[config.mk]
export PLATFORM = sky130hd
export DESIGN_NAME = mlfc_lock_config
export DESIGN_NICKNAME = d
export VERILOG_FILES = /design/src/shared/mlfc_pkg.sv /design/src/hdl/mlfc_detector_gate.sv /design/src/hdl/mlfc_lock_config.sv
export VERILOG_INCLUDE_DIRS = /design/src /design/src/shared
export SDC_FILE = /design/constraint.sdc
export NUM_CORES = 1
export LEC_CHECK = 0
export ABC_AREA = 1
export BUFFER_PORTS_ARGS = -buffer_cell sky130_fd_sc_hd__buf_2
export CAP_MARGIN = 20
export CORE_ASPECT_RATIO = 0.8
export CORE_UTILIZATION = 50
export DETAILED_ROUTE_END_ITERATION = 8
export PLACE_DENSITY = 0.76
export SLEW_MARGIN = 10
export SYNTH_ARGS = -nofsm -noshare
export SYNTH_HDL_FRONTEND = slang
export SYNTH_SLANG_ARGS = --single-unit
[constraint.sdc]
create_clock -name clk -period 2.34 [get_ports clk]
set_input_delay 0.234 -clock clk [delete_from_list [all_inputs] [get_ports clk]]
set_output_delay 0.234 -clock clk [all_outputs]
set_load 0.05 [all_outputs]
[src/shared/mlfc_defines.svh]
// Offsets, field positions, reset values and timing counts of the lock-fault configuration block
`ifndef MLFC_DEFINES_SVH
`define MLFC_DEFINES_SVH

`define MLFC_ADDR_W 8
`define MLFC_OFF_SETTINGS 8'h92
`define MLFC_OFF_STATUS 8'hA0
`define MLFC_OFF_CLEAR 8'hA4
`define MLFC_OFF_IRQ_EN 8'hA8
`define MLFC_OFF_LIVE 8'hAC
`define MLFC_SETTINGS_RESET 32'h0000_0000
`define MLFC_SETTINGS_WMASK 32'hFFFF_F7FF
`define MLFC_BIT_RSVD_TOP 31
`define MLFC_BIT_OVERSPEED_EN 30
`define MLFC_BIT_BACKEMF_EN 29
`define MLFC_BIT_NO_LOAD_EN 28
`define MLFC_OVERSPEED_HI 27
`define MLFC_OVERSPEED_LO 25
`define MLFC_BACKEMF_HI 24
`define MLFC_BACKEMF_LO 22
`define MLFC_NO_LOAD_HI 21
`define MLFC_NO_LOAD_LO 19
`define MLFC_ILIM_MODE_HI 18
`define MLFC_ILIM_MODE_LO 15
`define MLFC_ILIM_FILT_HI 14
`define MLFC_ILIM_FILT_LO 12
`define MLFC_ILIM_MODE_OFF 4'h8
`define MLFC_CLK_MHZ 40
`define MLFC_FILT_STEP_NS 1000
`define MLFC_CLK_NS 25
`define MLFC_FILT_STEP_CYC (`MLFC_FILT_STEP_NS / `MLFC_CLK_NS)
`define MLFC_FILT_CNT_W 9
`define MLFC_EV_W 4

`endif

[src/shared/mlfc_pkg.sv]
// Types of the lock-fault configuration block
package mlfc_pkg;
    typedef enum logic [3:0] {
        MLFC_BRIDGE_TRISTATE = 4'b0001,
        MLFC_BRIDGE_RECIRC = 4'b0010,
        MLFC_BRIDGE_HS_BRAKE = 4'b0100,
        MLFC_BRIDGE_LS_BRAKE = 4'b1000
    } mlfc_bridge_t;
    typedef enum logic [2:0] {
        MLFC_ST_RUN = 3'b001,
        MLFC_ST_FILTER = 3'b010,
        MLFC_ST_LATCHED = 3'b100
    } mlfc_ilim_state_t;
endpackage : mlfc_pkg

[src/hdl/mlfc_detector_gate.sv]
// One lock detector qualified by its enable, with a rising-edge event
`timescale 1ns/1ps
`default_nettype none
module mlfc_detector_gate (
    input wire logic clk,
    input wire logic srst,
    input wire logic enable,
    input wire logic raw_trip,
    output logic fault,
    output logic event_pulse
);
    logic next_fault;

    always_comb begin
        next_fault = enable & raw_trip;
    end

    always_ff @(posedge clk) begin
        if (srst) begin
            fault <= 1'b0;
        end else begin
            fault <= next_fault;
        end
    end

    assign event_pulse = next_fault & ~fault;
endmodule : mlfc_detector_gate
`default_nettype wire

[src/hdl/mlfc_lock_config.sv]
// Lock-fault configuration register with detector gating and current-limit lock
//
// Overview of operation
// - Register at byte offset 92h, all bits zero after reset.
// - Every field readable and writable by software, resets to zero.
// - Bit 30 arms or disarms the overspeed lock detector.
// - Bit 29 arms or disarms the back-EMF lock detector.
// - Bit 28 arms or disarms the no-load lock detector.
// - Bits 27-25 pick overspeed trip 130 to 200 percent, 10 percent steps.
// - Bits 24-22 pick back-EMF trip 40 to 70 percent.
// - Bits 21-19 pick no-load current threshold 0.03125 to 0.625 A.
// - Bits 18-15 pick current-limit lock bridge response; code 8 disables.
// - Bits 14-12 pick current-limit filter: none, or 1 to 7 us.
//
// Design decision made here: the address-and-strobe port.
`timescale 1ns/1ps
`default_nettype none
`include "mlfc_defines.svh"
module mlfc_lock_config (
    input wire logic clk,
    input wire logic srst,
    input wire logic [7:0] addr,
    input wire logic [31:0] wdata,
    input wire logic wr,
    input wire logic rd,
    output logic [31:0] rdata,
    input wire logic overspeed_trip,
    input wire logic backemf_trip,
    input wire logic no_load_trip,
    input wire logic current_limit_hit,
    input wire logic current_limit_release,
    output logic [2:0] overspeed_trip_level,
    output logic [2:0] backemf_trip_level,
    output logic [2:0] no_load_current_level,
    output logic overspeed_lock,
    output logic backemf_lock,
    output logic no_load_lock,
    output logic current_limit_lock,
    output logic [3:0] bridge_mode,
    output logic fault_indicator_pin_n,
    output logic irq
);
    // ------------------------------------------------------------
    // Register file
    // ------------------------------------------------------------
    logic [31:0] motor_lock_fault_settings;
    logic [31:0] next_settings;
    logic [3:0] status;
    logic [3:0] next_status;
    logic [3:0] irq_en;
    logic [3:0] next_irq_en;
    logic [31:0] next_rdata;
    logic [3:0] events;
    logic overspeed_lock_enable;
    logic backemf_lock_enable;
    logic no_load_lock_enable;
    logic [3:0] current_limit_lock_response;
    logic [2:0] current_limit_lock_filter;

    assign overspeed_lock_enable = motor_lock_fault_settings[`MLFC_BIT_OVERSPEED_EN];
    assign backemf_lock_enable = motor_lock_fault_settings[`MLFC_BIT_BACKEMF_EN];
    assign no_load_lock_enable = motor_lock_fault_settings[`MLFC_BIT_NO_LOAD_EN];
    assign current_limit_lock_response = motor_lock_fault_settings[`MLFC_ILIM_MODE_HI:`MLFC_ILIM_MODE_LO];
    assign current_limit_lock_filter = motor_lock_fault_settings[`MLFC_ILIM_FILT_HI:`MLFC_ILIM_FILT_LO];

    always_comb begin
        next_settings = motor_lock_fault_settings;
        next_irq_en = irq_en;
        // Set wins over a clear in the same cycle
        next_status = status | events;
        if (wr && addr == `MLFC_OFF_SETTINGS) begin
            // Bit 11 stays reserved zero; all other bits including 31 are storage
            next_settings = wdata & `MLFC_SETTINGS_WMASK;
        end
        if (wr && addr == `MLFC_OFF_IRQ_EN) begin
            next_irq_en = wdata[3:0];
        end
        if (wr && addr == `MLFC_OFF_CLEAR) begin
            next_status = (status & ~wdata[3:0]) | events;
        end
        next_rdata = 32'h0000_0000;
        if (rd) begin
            case (addr)
                `MLFC_OFF_SETTINGS: next_rdata = motor_lock_fault_settings;
                `MLFC_OFF_STATUS: next_rdata = {28'h000_0000, status};
                `MLFC_OFF_IRQ_EN: next_rdata = {28'h000_0000, irq_en};
                `MLFC_OFF_LIVE: next_rdata = {28'h000_0000, current_limit_lock, no_load_lock,
                    backemf_lock, overspeed_lock};
                default: next_rdata = 32'h0000_0000;
            endcase
        end
    end

    always_ff @(posedge clk) begin
        if (srst) begin
            motor_lock_fault_settings <= `MLFC_SETTINGS_RESET;
            status <= 4'h0;
            irq_en <= 4'h0;
            rdata <= 32'h0000_0000;
        end else begin
            motor_lock_fault_settings <= next_settings;
            status <= next_status;
            irq_en <= next_irq_en;
            rdata <= next_rdata;
        end
    end

    assign irq = |(status & irq_en);

    // ------------------------------------------------------------
    // Trip level selects to the detector front ends
    // ------------------------------------------------------------
    always_ff @(posedge clk) begin
        if (srst) begin
            overspeed_trip_level <= 3'h0;
            backemf_trip_level <= 3'h0;
            no_load_current_level <= 3'h0;
        end else begin
            overspeed_trip_level <= next_settings[`MLFC_OVERSPEED_HI:`MLFC_OVERSPEED_LO];
            backemf_trip_level <= next_settings[`MLFC_BACKEMF_HI:`MLFC_BACKEMF_LO];
            no_load_current_level <= next_settings[`MLFC_NO_LOAD_HI:`MLFC_NO_LOAD_LO];
        end
    end

    // ------------------------------------------------------------
    // Armed lock detectors
    // ------------------------------------------------------------
    mlfc_detector_gate u_overspeed (
        .clk(clk),
        .srst(srst),
        .enable(overspeed_lock_enable),
        .raw_trip(overspeed_trip),
        .fault(overspeed_lock),
        .event_pulse(events[0])
    );
    mlfc_detector_gate u_backemf (
        .clk(clk),
        .srst(srst),
        .enable(backemf_lock_enable),
        .raw_trip(backemf_trip),
        .fault(backemf_lock),
        .event_pulse(events[1])
    );
    mlfc_detector_gate u_no_load (
        .clk(clk),
        .srst(srst),
        .enable(no_load_lock_enable),
        .raw_trip(no_load_trip),
        .fault(no_load_lock),
        .event_pulse(events[2])
    );

    // ------------------------------------------------------------
    // Current-limit lock: filter, latch, bridge response
    // ------------------------------------------------------------
    mlfc_pkg::mlfc_ilim_state_t ilim_state;
    mlfc_pkg::mlfc_ilim_state_t next_ilim_state;
    logic [`MLFC_FILT_CNT_W-1:0] filt_cnt;
    logic [`MLFC_FILT_CNT_W-1:0] next_filt_cnt;
    logic [`MLFC_FILT_CNT_W-1:0] filt_target;
    logic ilim_armed;
    logic [3:0] next_bridge_mode;

    // Codes 4..7 retry modes are handled as latched here; retry timing is outside this block
    assign ilim_armed = (current_limit_lock_response != `MLFC_ILIM_MODE_OFF) &&
        !current_limit_lock_response[3];
    assign filt_target = `MLFC_FILT_CNT_W'(current_limit_lock_filter * `MLFC_FILT_STEP_CYC);

    always_comb begin
        next_ilim_state = ilim_state;
        next_filt_cnt = filt_cnt;
        case (ilim_state)
            mlfc_pkg::MLFC_ST_RUN: begin
                next_filt_cnt = '0;
                if (ilim_armed && current_limit_hit) begin
                    if (current_limit_lock_filter == 3'h0) begin
                        next_ilim_state = mlfc_pkg::MLFC_ST_LATCHED;
                    end else begin
                        next_ilim_state = mlfc_pkg::MLFC_ST_FILTER;
                        next_filt_cnt = `MLFC_FILT_CNT_W'(1);
                    end
                end
            end
            mlfc_pkg::MLFC_ST_FILTER: begin
                if (!ilim_armed || !current_limit_hit) begin
                    next_ilim_state = mlfc_pkg::MLFC_ST_RUN;
                    next_filt_cnt = '0;
                end else if (filt_cnt >= filt_target) begin
                    next_ilim_state = mlfc_pkg::MLFC_ST_LATCHED;
                end else begin
                    next_filt_cnt = filt_cnt + `MLFC_FILT_CNT_W'(1);
                end
            end
            mlfc_pkg::MLFC_ST_LATCHED: begin
                // Latched until released, or dropped at once if detection is switched off
                if (!ilim_armed || current_limit_release) begin
                    next_ilim_state = mlfc_pkg::MLFC_ST_RUN;
                end
            end
            default: next_ilim_state = mlfc_pkg::MLFC_ST_RUN;
        endcase
        case (current_limit_lock_response[1:0])
            2'd0: next_bridge_mode = mlfc_pkg::MLFC_BRIDGE_TRISTATE;
            2'd1: next_bridge_mode = mlfc_pkg::MLFC_BRIDGE_RECIRC;
            2'd2: next_bridge_mode = mlfc_pkg::MLFC_BRIDGE_HS_BRAKE;
            default: next_bridge_mode = mlfc_pkg::MLFC_BRIDGE_LS_BRAKE;
        endcase
        if (next_ilim_state != mlfc_pkg::MLFC_ST_LATCHED) begin
            next_bridge_mode = 4'h0;
        end
    end

    always_ff @(posedge clk) begin
        if (srst) begin
            ilim_state <= mlfc_pkg::MLFC_ST_RUN;
            filt_cnt <= '0;
            bridge_mode <= 4'h0;
        end else begin
            ilim_state <= next_ilim_state;
            filt_cnt <= next_filt_cnt;
            bridge_mode <= next_bridge_mode;
        end
    end

    assign current_limit_lock = (ilim_state == mlfc_pkg::MLFC_ST_LATCHED);
    assign events[3] = (next_ilim_state == mlfc_pkg::MLFC_ST_LATCHED) && !current_limit_lock;
    assign fault_indicator_pin_n = ~(current_limit_lock | overspeed_lock | backemf_lock | no_load_lock);
endmodule : mlfc_lock_config
`default_nettype wire

==> metrics.txt <==
status complete, no violations; max-cap viol count 0; final period utilization ~96%; static leakage 1.985 nW; fmax 0.4471 GHz; Primary FF master, synth dfxtp_1; CTS max path bufs 2; most used cell, CP ha_1; DR WL/cell about 13 um; die footprint a little over 0.008 mm^2; drt total wl between 8000 and 9000 um; total core area about 0.0075 mm^2; post-route cell area 0.004613 mm^2; Pins Over Slew Limit 0; critical path endpoint category flop; # diodes 0; initial core utilization between 50% and 60%; IO Count 100; Synth Area in Compound Gates between 10% and 20%; DRC 0; top cell type's share of synthesized area 45.45%; Clock Skews around 12 ps; sequential element share of the synthesized area 45.45%; Vias/cell about 5.0; CP max stage cell dfxtp_2; Hold Fails Final Rpt 0; CTS root buf clkbuf_8; unrepaired setup endpoints after global routing no; footprint of the multi-input gates around 0.0017 mm^2; H-tree Lvls 3; XOR/XNOR share of the synthesized area 0%; share of layout cells above drive strength 1 around 30%; syn_nets 541; gr usage total a little over a fifth; area leader, netlist dfxtp_1; PD cells 582.3 mW/mm^2; PostCTS Resize Cnt 0; Area Overhead vs Synth 17.68%; clock slew at reported path FFs 90 ps; CTS Hold Bufs 0; Peak VDD IR around 0.43 mV; Mapped Avg Cell Area a little over 8 um^2; CTS tree yes; TritonCTS buffer count 9; largest net degree at the start of global routing 35; most instantiated library cell after synthesis dfxtp_1; Critical Path Fanout Max 5; Period minus WS final 2237 ps; clock tree sinks 89; first-pass GRT wire length between 10,000 and 15,000 um; Worst Setup Start Kind flop; # rows 28; Die Y around 81 um; dpl ws 95.68 ps; multiplexer share of the synthesized area 0%; Critical Path AT 2480 ps; die span in x roughly 100 um; Total Neg Setup Slack 0 ps; Syn. warnings 0; list of most frequent post-synthesis cells dfxtp_1, inv_1, nand2_1, a21oi_1, nor2_1; final setup margin roughly 100 ps; synthesized flop and latch total 89; grt total ovfl 0; Hold Path Class input port to flop; post-synthesis async set-or-reset flop share 0%; Routed Antenna Nets 0; IO buf count 97; First DRT Iteration DRCs approximately 150; critical path's largest stage delay ~340 ps; Synth Area in Simple Gates about a quarter; PnR Total Power about 2.7 mW; Post-Syn Instances 481; vias in the first global route between 2,000 and 3,000; CP Class flop to flop; Worst Path Required ~2600 ps; Post-CTS Setup Bufs 0; Reg area approximately 0.0018 mm^2; post-synthesis cell type count 33; post-synthesis adder-cell area fraction under 10%; clk_lat worst skew 350 ps; Post-DP Area around 0.0044 mm^2; GPL Wtd Cong 0.8906; most area-consuming cells after synthesis dfxtp_1, inv_1, a21oi_1; Setup Viol. Count Final 0; Netlist Area Pre-Place 0.003920 mm^2; Nets about 630; hpwl dp about 6400 um; via count about 3,400; Fillers between 600 and 700; CP Cell Sequence ha_1, ha_1, ha_1, inv_1, ha_1, nand2_1, inv_1, a21oi_2, nand3_4, nand2_4, nand2_2, nand2_2, nor3_1; number of synthesized flops with an enable pin 0; largest family of logic cells by synthesized area simple AND/OR/NAND/NOR gates; DR pass1 iterations 4; initial antenna violation count 0
## path summary, 6_finish.rpt
path | cells past startpoint | slack [ps] | startpoint | to
hold reg to reg | 2 | 450 | motor_lock_fault_settings[8]$_SDFFE_PP0P_ | rdata[8]$_SDFF_PP0_
setup reg to reg | 13 | 100 | motor_lock_fault_settings[14]$_SDFFE_PP0P_ | bridge_mode[1]$_SDFF_PP0_
setup / recovery | 13 | 100 | motor_lock_fault_settings[14]$_SDFFE_PP0P_ | bridge_mode[1]$_SDFF_PP0_
hold / removal | 3 | 140 | overspeed_trip | u_overspeed.fault$_SDFF_PP0_
## area by class of cell
type	instances	share of cell area, %
Clock buffer	10	2.766
Multi-Input combinational cell	284	36.43
Timing Repair Buffer	102	11.61
Tap cell	105	2.848
Inverter	81	6.591
Clock inverter	6	1.085
Sequential cell	89	38.68
## cell families after synthesis
| logic type | Yosys count |
|---|---|
| buf+inv | 109 |
| compound gates | 102 |
| fa+ha+maj | 11 |
| other cells | 1 |
| flops | 89 |
| simple gates | 169 |
## cell usage in the layout (no fill, tap or decap), types with 17 or more instances in the layout
| cell | synthesis | routed |
|---|---|---|
| o21ai_1 | 28 | 28 |
| o21ai_0 | 17 | 17 |
| nor2_1 | 30 | 29 |
| inv_1 | 74 | 74 |
| a21oi_1 | 46 | 44 |
| nor3_2 | 23 | 24 |
| buf_2 | 2 | 97 |
| dfxtp_1 | 89 | 87 |
| nand2_1 | 55 | 54 |
| nand3_1 | 26 | 26 |
## registers in the layout, summed over array words and instances, names as in the netlist, 3 cells and up
signal	count
motor_lock_fault_settings	31
rdata	31
filt_cnt	9
bridge_mode	4
irq_en	4
status	4
ilim_state	3
## through the flow
step | cells | utilization (%) | hold slack (ps)
floorplan | 481 | - | 366.2
global placement | 660 | 58.53 | 432.7
detailed placement | 660 | 58.53 | 438.6
CTS | 676 | 60.90 | 124.0
global route | 677 | 61.53 | 133.9
finish | 677 | 61.53 | 137.8
## power breakdown
group / total [mW] / switching, mW / leakage (nW) / internal (mW)
clock: 0.953 / 0.556 / 0.0771 / 0.397
combinational: 0.205 / 0.136 / 1.19 / 0.0688
sequential: 1.53 / 0.00590 / 0.718 / 1.52
total: 2.69 / 0.698 / 1.98 / 1.99
## metal layers
layer	track usage [%]	vias up	part of all wire (%)
li1	-	1720	-
met1	29.53	1554	46
met2	33.97	115	46
met3	5.422	10	7.3
met4	4.783	0	0.86
met5	0	-	0
## worst max-delay path, delay by kind of cell, from the launching register on
kind,cells,cell delay [ps]
flops,1,340
buf+inv,2,90
fa+ha+maj,4,910
compound gates,1,180
simple gates,6,630
Power figures use the tool's default switching activity.
